## src/verilog/pcie_err_map.svh

```systemverilog
// constants of the user error reporting link: fields, codes, offsets
`ifndef PCIE_ERR_MAP_SVH
`define PCIE_ERR_MAP_SVH

// ----------------------------------------
// error indication bit positions
// ----------------------------------------
`define ERR_W          12
`define ERR_ECRC       0
`define ERR_UR         1
`define ERR_CPL_TO     2
`define ERR_CPL_UNEXP  3
`define ERR_CPL_ABORT  4
`define ERR_COR        5
`define ERR_ATOMIC_BLK 6
`define ERR_MC_BLK     7
`define ERR_COR_INT    8
`define ERR_MALFORMED  9
`define ERR_POISONED   10
`define ERR_UNCOR_INT  11

// ----------------------------------------
// power state and message codes
// ----------------------------------------
`define PWR_D0         2'h0
`define MSG_CODE_COR   8'h30
`define MSG_CODE_NF    8'h31
`define MSG_CODE_FATAL 8'h33

// ----------------------------------------
// user-end register offsets and fields
// ----------------------------------------
`define REG_CTRL       4'h0
`define REG_STAT       4'h1
`define REG_ERR        4'h2
`define REG_MSG        4'h3
`define CTRL_WAKE_EN   0
`define ERR_POSTED_BIT 12
`define STAT_PWR_LSB   12
`define STAT_PME_BIT   14
`define STAT_FREE_LSB  16
`define MSG_DATA_LSB   8
`define MSG_RCVD_BIT   24
`define MSG_NEW_BIT    31

`endif

```

## src/verilog/pcie_err_pkg.sv

```systemverilog
// types and shared helpers of the user error reporting link
`default_nettype none
`include "pcie_err_map.svh"

package pcie_err_pkg;

	typedef logic [`ERR_W-1:0] err_vec_t;

	typedef enum logic [1:0] {MSG_COR, MSG_NONFATAL, MSG_FATAL} msg_kind_t;

	typedef enum logic {CPL_UR, CPL_CA} cpl_status_t;

	// keep only the lowest set indication
	function automatic err_vec_t first_set(input err_vec_t v);
		return v & (~v + err_vec_t'(1));
	endfunction : first_set

endpackage : pcie_err_pkg

`default_nettype wire

```

## src/verilog/pcie_err_if.sv

```systemverilog
// link between the core end and the user application end
`timescale 1ns/1ps
`default_nettype none

interface pcie_err_if;
	import pcie_err_pkg::*;

	err_vec_t   err;
	logic       err_posted;
	logic       wake_request_pulse;
	logic [1:0] powerstate;
	logic       pme_en;
	logic       msg_valid;
	logic       msg_received;
	logic [7:0] msg_code;
	logic [15:0] msg_data;

	modport core (
		input  err, err_posted, wake_request_pulse,
		output powerstate, pme_en, msg_valid, msg_received, msg_code,
		       msg_data
	);

	modport user (
		output err, err_posted, wake_request_pulse,
		input  powerstate, pme_en, msg_valid, msg_received, msg_code,
		       msg_data
	);

endinterface : pcie_err_if

`default_nettype wire

```

## src/verilog/pcie_err_user.sv

```systemverilog
// user application end: completions, tracking, error reporting
//
// Chosen here: the register offsets and the plain strobed port.
`timescale 1ns/1ps
`default_nettype none
`include "pcie_err_map.svh"

module pcie_err_user #(
	parameter int TAGS      = 32,
	parameter int TAG_W     = 5,
	parameter int CPL_SPACE = 1024,
	parameter int CRED_W    = 16
) (
	// clock and reset
	input  wire logic               clk,
	input  wire logic               resetn,
	// link to core
	pcie_err_if.user                e,
	// register port
	input  wire logic [3:0]         reg_addr,
	input  wire logic [31:0]        reg_wdata,
	input  wire logic               reg_wr,
	input  wire logic               reg_rd,
	output logic [31:0]             reg_rdata,
	// inbound read requests and their completions
	input  wire logic               rx_req_valid,
	input  wire logic [7:0]         rx_req_tag,
	input  wire logic [9:0]         rx_req_len,
	output logic                    cpl_out_valid,
	output logic [7:0]              cpl_out_tag,
	output logic [9:0]              cpl_out_len,
	// outbound non-posted requests
	input  wire logic               req_valid,
	input  wire logic [9:0]         req_len,
	output logic                    req_ready,
	output logic [TAG_W-1:0]        req_tag,
	// inbound completions
	input  wire logic               cpl_in_valid,
	input  wire logic [TAG_W-1:0]   cpl_in_tag,
	input  wire logic [9:0]         cpl_in_len,
	output logic                    cpl_in_done,
	// detected errors from application logic
	input  wire pcie_err_pkg::err_vec_t det_err,
	input  wire logic               det_posted
);
	import pcie_err_pkg::*;

	typedef struct packed {
		logic [TAGS-1:0]       busy;
		logic [TAGS-1:0][9:0]  remain;
		logic [TAG_W-1:0]      next_tag;
		logic [CRED_W-1:0]     free;
		err_vec_t              pend;
		err_vec_t              pend_post;
		err_vec_t              err;
		logic                  posted;
		logic                  wake;
		logic                  wake_done;
		logic                  wake_en;
		logic                  cpl_valid;
		logic [7:0]            cpl_tag;
		logic [9:0]            cpl_len;
		logic                  done;
		logic [7:0]            msg_code;
		logic [15:0]           msg_data;
		logic                  msg_rcvd;
		logic                  msg_new;
		logic [31:0]           rdata;
	} user_state_t;

	user_state_t s_q, s_d;

	function automatic logic [CRED_W-1:0] len_cred(input logic [9:0] l);
		return CRED_W'(l);
	endfunction : len_cred

	assign req_ready = ~s_q.busy[s_q.next_tag] &
	                   (s_q.free >= len_cred(req_len));

	always_comb begin
		err_vec_t new_err;
		err_vec_t pick;
		logic     new_post;
		logic     in_d0;
		logic     take;
		new_err  = '0;
		new_post = 1'b0;
		pick     = '0;
		in_d0    = (e.powerstate == `PWR_D0);
		take     = req_valid & req_ready;
		s_d      = s_q;
		s_d.cpl_valid = 1'b0;
		s_d.done      = 1'b0;
		s_d.wake      = 1'b0;
		s_d.err       = '0;
		s_d.posted    = 1'b0;

		if (rx_req_valid) begin
			s_d.cpl_valid = 1'b1;
			s_d.cpl_tag   = rx_req_tag;
			s_d.cpl_len   = rx_req_len;
		end

		if (take) begin
			s_d.busy[s_q.next_tag]   = 1'b1;
			s_d.remain[s_q.next_tag] = req_len;
			s_d.next_tag             = s_q.next_tag + TAG_W'(1);
		end

		if (cpl_in_valid & s_q.busy[cpl_in_tag]) begin
			if (s_q.remain[cpl_in_tag] <= cpl_in_len) begin
				s_d.busy[cpl_in_tag]   = 1'b0;
				s_d.remain[cpl_in_tag] = '0;
				s_d.done               = 1'b1;
			end else begin
				s_d.remain[cpl_in_tag] = s_q.remain[cpl_in_tag] -
				                         cpl_in_len;
			end
		end else if (cpl_in_valid) begin
			new_err[`ERR_CPL_UNEXP] = 1'b1;
		end

		// credit returns as data lands, taken back at issue
		s_d.free = s_q.free + (cpl_in_valid & s_q.busy[cpl_in_tag] ?
		           len_cred(cpl_in_len) : '0) -
		           (take ? len_cred(req_len) : '0);

		if (|det_err) begin
			new_err  = first_set(det_err);
			new_post = det_posted;
		end

		// register port
		if (reg_wr) begin
			unique case (reg_addr)
				`REG_CTRL: s_d.wake_en = reg_wdata[`CTRL_WAKE_EN];
				`REG_ERR: begin
					if (|det_err == 1'b0) begin
						new_err  = first_set(reg_wdata[`ERR_W-1:0]);
						new_post = reg_wdata[`ERR_POSTED_BIT];
					end
				end
				default: ;
			endcase
		end

		s_d.pend      = s_q.pend | new_err;
		s_d.pend_post = (s_q.pend_post & ~new_err) |
		                (new_post ? new_err : '0);

		if (in_d0 & (|s_q.pend)) begin
			pick = first_set(s_q.pend);
			s_d.err    = pick;
			s_d.posted = |(pick & s_q.pend_post);
			// set wins over clear of the same bit
			s_d.pend   = (s_q.pend & ~pick) | new_err;
		end

		if (in_d0) begin
			s_d.wake_done = 1'b0;
		end else if ((|s_q.pend) & e.pme_en & s_q.wake_en &
		             ~s_q.wake_done) begin
			s_d.wake      = 1'b1;
			s_d.wake_done = 1'b1;
		end

		// notification bus capture, new flag cleared by read
		if (reg_rd & (reg_addr == `REG_MSG))
			s_d.msg_new = 1'b0;
		if (e.msg_valid) begin
			s_d.msg_code = e.msg_code;
			s_d.msg_data = e.msg_data;
			s_d.msg_rcvd = e.msg_received;
			s_d.msg_new  = 1'b1;
		end

		// read data valid only in the cycle after the strobe
		s_d.rdata = '0;
		if (reg_rd) begin
			unique case (reg_addr)
				`REG_CTRL: s_d.rdata[`CTRL_WAKE_EN] = s_q.wake_en;
				`REG_STAT: begin
					s_d.rdata[`ERR_W-1:0] = s_q.pend;
					s_d.rdata[`STAT_PWR_LSB +: 2] = e.powerstate;
					s_d.rdata[`STAT_PME_BIT] = e.pme_en;
					s_d.rdata[`STAT_FREE_LSB +: 16] = 16'(s_q.free);
				end
				`REG_MSG: begin
					s_d.rdata[7:0] = s_q.msg_code;
					s_d.rdata[`MSG_DATA_LSB +: 16] = s_q.msg_data;
					s_d.rdata[`MSG_RCVD_BIT] = s_q.msg_rcvd;
					s_d.rdata[`MSG_NEW_BIT] = s_q.msg_new;
				end
				default: s_d.rdata = '0;
			endcase
		end
	end

	always_ff @(posedge clk or negedge resetn) begin
		if (!resetn) begin
			s_q      <= '0;
			s_q.free <= CRED_W'(CPL_SPACE);
		end else begin
			s_q <= s_d;
		end
	end

	assign e.err                = s_q.err;
	assign e.err_posted         = s_q.posted;
	assign e.wake_request_pulse = s_q.wake;
	assign cpl_out_valid        = s_q.cpl_valid;
	assign cpl_out_tag          = s_q.cpl_tag;
	assign cpl_out_len          = s_q.cpl_len;
	assign cpl_in_done          = s_q.done;
	assign req_tag              = s_q.next_tag;
	assign reg_rdata            = s_q.rdata;

endmodule : pcie_err_user

`default_nettype wire

```

## src/flat_wrapper.sv

```systemverilog
// flat-port wrapper written by rule: the top's interface ports become plain ports
module pcie_err_user_flat import pcie_err_pkg::*;
#(
	parameter int TAGS      = 32,
	parameter int TAG_W     = 5,
	parameter int CPL_SPACE = 1024,
	parameter int CRED_W    = 16
)
  (clk, resetn, reg_addr, reg_wdata, reg_wr, reg_rd, reg_rdata, rx_req_valid, rx_req_tag, rx_req_len, cpl_out_valid, cpl_out_tag, cpl_out_len, req_valid, req_len, req_ready, req_tag, cpl_in_valid, cpl_in_tag, cpl_in_len, cpl_in_done, det_err, det_posted, e_err, e_err_posted, e_wake_request_pulse, e_powerstate, e_pme_en, e_msg_valid, e_msg_received, e_msg_code, e_msg_data);
  pcie_err_if e_i ();
  input  wire logic clk;
  input  wire logic resetn;
  input  wire logic [3:0] reg_addr;
  input  wire logic [31:0] reg_wdata;
  input  wire logic reg_wr;
  input  wire logic reg_rd;
  output logic [31:0] reg_rdata;
  input  wire logic rx_req_valid;
  input  wire logic [7:0] rx_req_tag;
  input  wire logic [9:0] rx_req_len;
  output logic cpl_out_valid;
  output logic [7:0] cpl_out_tag;
  output logic [9:0] cpl_out_len;
  input  wire logic req_valid;
  input  wire logic [9:0] req_len;
  output logic req_ready;
  output logic [TAG_W-1:0] req_tag;
  input  wire logic cpl_in_valid;
  input  wire logic [TAG_W-1:0] cpl_in_tag;
  input  wire logic [9:0] cpl_in_len;
  output logic cpl_in_done;
  input  wire pcie_err_pkg::err_vec_t det_err;
  input  wire logic det_posted;
  output wire logic [$bits(e_i.err)-1:0] e_err;
  output wire logic [$bits(e_i.err_posted)-1:0] e_err_posted;
  output wire logic [$bits(e_i.wake_request_pulse)-1:0] e_wake_request_pulse;
  input wire logic [$bits(e_i.powerstate)-1:0] e_powerstate;
  input wire logic [$bits(e_i.pme_en)-1:0] e_pme_en;
  input wire logic [$bits(e_i.msg_valid)-1:0] e_msg_valid;
  input wire logic [$bits(e_i.msg_received)-1:0] e_msg_received;
  input wire logic [$bits(e_i.msg_code)-1:0] e_msg_code;
  input wire logic [$bits(e_i.msg_data)-1:0] e_msg_data;
  assign e_err = e_i.err;
  assign e_err_posted = e_i.err_posted;
  assign e_wake_request_pulse = e_i.wake_request_pulse;
  assign e_i.powerstate = e_powerstate;
  assign e_i.pme_en = e_pme_en;
  assign e_i.msg_valid = e_msg_valid;
  assign e_i.msg_received = e_msg_received;
  assign e_i.msg_code = e_msg_code;
  assign e_i.msg_data = e_msg_data;
  pcie_err_user #(.TAGS(TAGS), .TAG_W(TAG_W), .CPL_SPACE(CPL_SPACE), .CRED_W(CRED_W)) u_core (.clk(clk), .resetn(resetn), .e(e_i), .reg_addr(reg_addr), .reg_wdata(reg_wdata), .reg_wr(reg_wr), .reg_rd(reg_rd), .reg_rdata(reg_rdata), .rx_req_valid(rx_req_valid), .rx_req_tag(rx_req_tag), .rx_req_len(rx_req_len), .cpl_out_valid(cpl_out_valid), .cpl_out_tag(cpl_out_tag), .cpl_out_len(cpl_out_len), .req_valid(req_valid), .req_len(req_len), .req_ready(req_ready), .req_tag(req_tag), .cpl_in_valid(cpl_in_valid), .cpl_in_tag(cpl_in_tag), .cpl_in_len(cpl_in_len), .cpl_in_done(cpl_in_done), .det_err(det_err), .det_posted(det_posted));
endmodule
```

## config.mk

```make
export PLATFORM = sky130hd
export DESIGN_NAME = pcie_err_user_flat
export DESIGN_NICKNAME = d
export VERILOG_FILES = /design/src/verilog/pcie_err_pkg.sv /design/src/verilog/pcie_err_if.sv /design/src/verilog/pcie_err_user.sv /design/src/flat_wrapper.sv
export VERILOG_INCLUDE_DIRS = /design/src /design/src/verilog
export SDC_FILE = /design/constraint.sdc
export NUM_CORES = 1
export LEC_CHECK = 0
export BUFFER_PORTS_ARGS = -buffer_cell sky130_fd_sc_hd__buf_2
export CORE_MARGIN = 2
export CORE_UTILIZATION = 40
export DETAILED_ROUTE_END_ITERATION = 6
export GPL_TIMING_DRIVEN = 0
export SLEW_MARGIN = 20
export SYNTH_ARGS = -nofsm -noshare
export SYNTH_HDL_FRONTEND = slang
export SYNTH_SLANG_ARGS = --single-unit
```

## constraint.sdc

```tcl
create_clock -name clk -period 5.9 [get_ports clk]
set_clock_uncertainty 0.2 [all_clocks]
set_input_delay 0.59 -clock clk [delete_from_list [all_inputs] [get_ports clk]]
set_output_delay 0.59 -clock clk [all_outputs]
set_load 0.02 [all_outputs]
```

==> results.sh <==
export IMPL_route_detailed_drc=0
export IMPL_portBuffers=169
export IMPL_primary_ff_master_synth="dfrtp_1"
export IMPL_clock_fmax_mhz=170.6
export IMPL_design_final_nets=2807
export IMPL_route_vias_total=21730
export IMPL_crit_path_start_kind="input pin"
export IMPL_cts_reportedPaths_clkPinSlew_ps=60
export IMPL_routedWlPerCell_um=27.53
export IMPL_drtPass1Iterations=6
export IMPL_cp_slowest_stage_delay_ps=510
export IMPL_worst_ep_arrival_time_ps=6110
export IMPL_min_delay_path_class="input pin to flop"
export IMPL_post_dp_hpwl_um=68990
export IMPL_fp_dieArea_um2=68530
export IMPL_cts_buffers=56
export IMPL_final_core_utilization=0.4732
export IMPL_worstHoldEndpoint="u_core.reg_rdata[0]$_DFF_PN0_"
export IMPL_yosysTopAreaCell="dfrtp_1"
export IMPL_critPathMaxFanout=11
export IMPL_post_cts_repair_setup_buffers=0
export IMPL_postRouteAntennaNets=0
export IMPL_synth_top_area_frac=0.4613
export IMPL_layout_area_overhead_vs_synth_pct=17.05
export IMPL_worstSkewPairLatency_ps=640
export IMPL_timing_critical_path_to_type="flop"
export IMPL_total_clock_sinks=491
export IMPL_tritoncts="built"
export IMPL_grt_usage=0.2812
export IMPL_power_density_nw_per_um2=416.6
export IMPL_timing_reg2reg_worst_path_depth=17
export IMPL_die_y_um=261.8
export IMPL_path_cells="buf_2 -> clkbuf_4 -> clkbuf_4 -> clkbuf_4 -> mux4_2 -> a22oi_1 -> nand4_1 -> ha_1 -> nor2b_1 -> o21ai_0 -> a21oi_1 -> a211oi_1 -> nor2_1 -> a41oi_4 -> clkbuf_1 -> or2_2 -> o22ai_1"
export IMPL_overall_die_width_um=261.8
export IMPL_timing_reg2reg_setup_slack_ps=310
export IMPL_syn_inst=2372
export IMPL_hold_start="reg_addr[2]"
export IMPL_cpMaxStageDelayCell="a41oi_4"
export IMPL_antenna_found_initial=0
export IMPL_max_slew_margin_rel=0.2062
export IMPL_ctsHtreeMaxLevel=2
export IMPL_synth_warnings=0
export IMPL_route_final_wire_length_um=97210
export IMPL_synthesis_nets=2556
export IMPL_whs_path_depth=4
export IMPL_setup_viol=0
export IMPL_tightestPinTransition_ps=1186
export IMPL_placement_rows=94
export IMPL_grt_max_degree=101
export IMPL_ctsLongestPathBuffers=3
export IMPL_worstSetupPathType="input pin to flop"
export IMPL_initialDrtViolationCount=2252
export IMPL_leakage_uw=0.01555
export IMPL_drv_cap=0
export IMPL_initial_cell_density_of_the_core=0.4043
export IMPL_ir_drop_mv=0.2326
export IMPL_critical_path_reg2reg_endpoint="u_core.s_q[132]$_DFF_PN0_"
export IMPL_synth_async_sr_flop_share=1.000
export IMPL_synth_seq_area_share=0.4623
export IMPL_first_global_vias=21610
export IMPL_timing_final_crit_period_ps=5863
export IMPL_io_pins=200
export IMPL_yosys_register_bits=491
export IMPL_synth_edff_count=0
export IMPL_gpl_final_weighted_congestion=0.9873
export IMPL_grt_overflow_total=0
export IMPL_hold_violations=0
export IMPL_routed_via_density=6.154
export IMPL_worst_r2r_startpoint="u_core.req_tag[0]$_DFFE_PN0N_"
export IMPL_layout_cells_sized_above_1=0.2273
export IMPL_first_pass_grt_wire_length_um=142200
export IMPL_timing_final_max_slew_violations=0
export IMPL_timing_hold_ws_ps=38.00
export IMPL_rsz0062_at_grt="no"
export IMPL_total_core_area_um2=65750
export IMPL_critical_path_most_common_cell="clkbuf_4"
export IMPL_ys_top_cells_by_area="dfrtp_1 (46%), mux2i_1 (12%), mux4_2 (8.1%), o22ai_1 (6.6%), mux2_2 (2.4%)"
export IMPL_post_synth_instance_area_um2=26580
export IMPL_final_min_period_over_clock_period=0.9938
export IMPL_cts_root_buf="clkbuf_16"
export IMPL_synth_area_per_cell_um2=11.21
export IMPL_yosys_cell_types_count=62
export IMPL_crit_required_ps=6150
export IMPL_outcome="finished, final reports clean"
[cell type report]
type	instances	area [um^2]
fillers	5991	34630
multi-input cells	1477	12510
flip-flops and latches	491	12290
clock buffers	82	1680
repair buffers	222	1471
plain buffers	261	1361
well taps	864	1081
inverters	114	427.9
clock inverters	19	294.0
diodes	1	2.502
[flip-flops by register name (all words and copies together) (netlist names), named ones only]
register / flops
u_core.s_q: 408
u_core.reg_rdata: 32
u_core.e.err: 12
u_core.cpl_out_len: 10
u_core.cpl_out_tag: 8
u_core.req_tag: 5
u_core.cpl_in_done: 1
u_core.cpl_out_valid: 1
u_core.e.err_posted: 1
u_core.e.wake_request_pulse: 1
[logic make-up (layout without fill, tap and decap cells)]
family / count (synthesis) / after routing / synth area share
compound gates: 491 / 491 / 0.1254
xor+xnor: 20 / 20 / 0.006589
fa+ha+maj: 56 / 56 / 0.02947
buf+inv: 404 / 698 / 0.06877
flops: 491 / 491 / 0.4623
mux: 459 / 459 / 0.2207
other cells: 0 / 1 / 0
simple gates: 451 / 451 / 0.08675
[layout by cell type, fill, tap and decap left out, types with 19 or more instances in the layout]
cell,count
a21oi_1,25
a22oi_1,45
a2bb2oi_1,28
and2_1,23
buf_2,210
buf_4,73
clkbuf_1,112
clkbuf_16,57
clkbuf_2,23
dfrtp_1,490
dlygate4sd3_1,47
ha_1,45
inv_1,114
mux2_2,57
mux2i_1,306
mux4_2,96
nand2_1,109
nand3_1,41
nand4_1,53
nor2_1,88
nor3_1,32
o21ai_0,19
o221ai_1,21
o22ai_1,282
or2_2,32
[metrics by stage]
stage / instance area (um^2) / setup slack, ps / total power [uW] / cells / setup TNS (ps)
after floorplan: 26580 / 520.9 / 7609 / 2372 / 0
after global placement: 28510 / -5911 / 8947 / 3405 / -3816280
after detailed placement: 28680 / -2601 / 9109 / 3411 / -852970
after CTS: 31120 / 0.5871 / 12900 / 3540 / 0
after global routing: 31110 / 4.780 / 13550 / 3530 / 0
final: 31110 / 36.68 / 12960 / 3531 / 0
[cells in the mapped netlist (48+ instances only)]
library cell and count:
nand4_1 53, buf_2 48, o22ai_1 282, clkbuf_1 159, dfrtp_1 490, mux2_2 57, buf_4 67, mux4_2 96
nand2_1 109, nor2_1 88, inv_1 114, mux2i_1 306
[how the worst max path moves through the flow]
stage,endpoint,cells after the start,start
floorplan,u_core.s_q[132]$_DFF_PN0_,21,req_len[1]
detailed placement,u_core.s_q[180]$_DFF_PN0_,17,cpl_in_tag[1]
global route,u_core.s_q[132]$_DFF_PN0_,21,req_len[6]
global placement,u_core.s_q[204]$_DFF_PN0_,1,resetn
finish,u_core.s_q[196]$_DFF_PN0_,17,cpl_in_tag[1]
CTS,u_core.s_q[392]$_DFF_PN0_,18,cpl_in_tag[0]
[what timing repair did]
item | CTS | global route
setup endpoints to repair | 357 | 179
hold endpoints to repair | 81 | 0
resized for setup | 31 | 23
hold buffers | 47 | 0
cloned | 0 | 0
[power breakdown]
part	internal [uW]	switching (uW)	leakage (uW)	total, uW
Combinational	1850	2700	0.00813	4550
Clock	2230	1500	0.000967	3740
Sequential	4160	512	0.00646	4670
[critical path, delay by kind of cell]
family / cells / cell delay, ps
buf+inv: 5 / 1870
compound gates: 6 / 1790
simple gates: 4 / 970
mux: 1 / 460
fa+ha+maj: 1 / 400
[layer usage]
| metal | track usage | share of wire | vias up |
|---|---|---|---|
| li1 | - | - | 9288 |
| met1 | 0.3672 | 0.40 | 11080 |
| met2 | 0.4414 | 0.46 | 1105 |
| met3 | 0.05941 | 0.084 | 259 |
| met4 | 0.1471 | 0.060 | 0 |
| met5 | 0 | 0 | - |
Note: power is estimated with default switching activity, not from simulation.
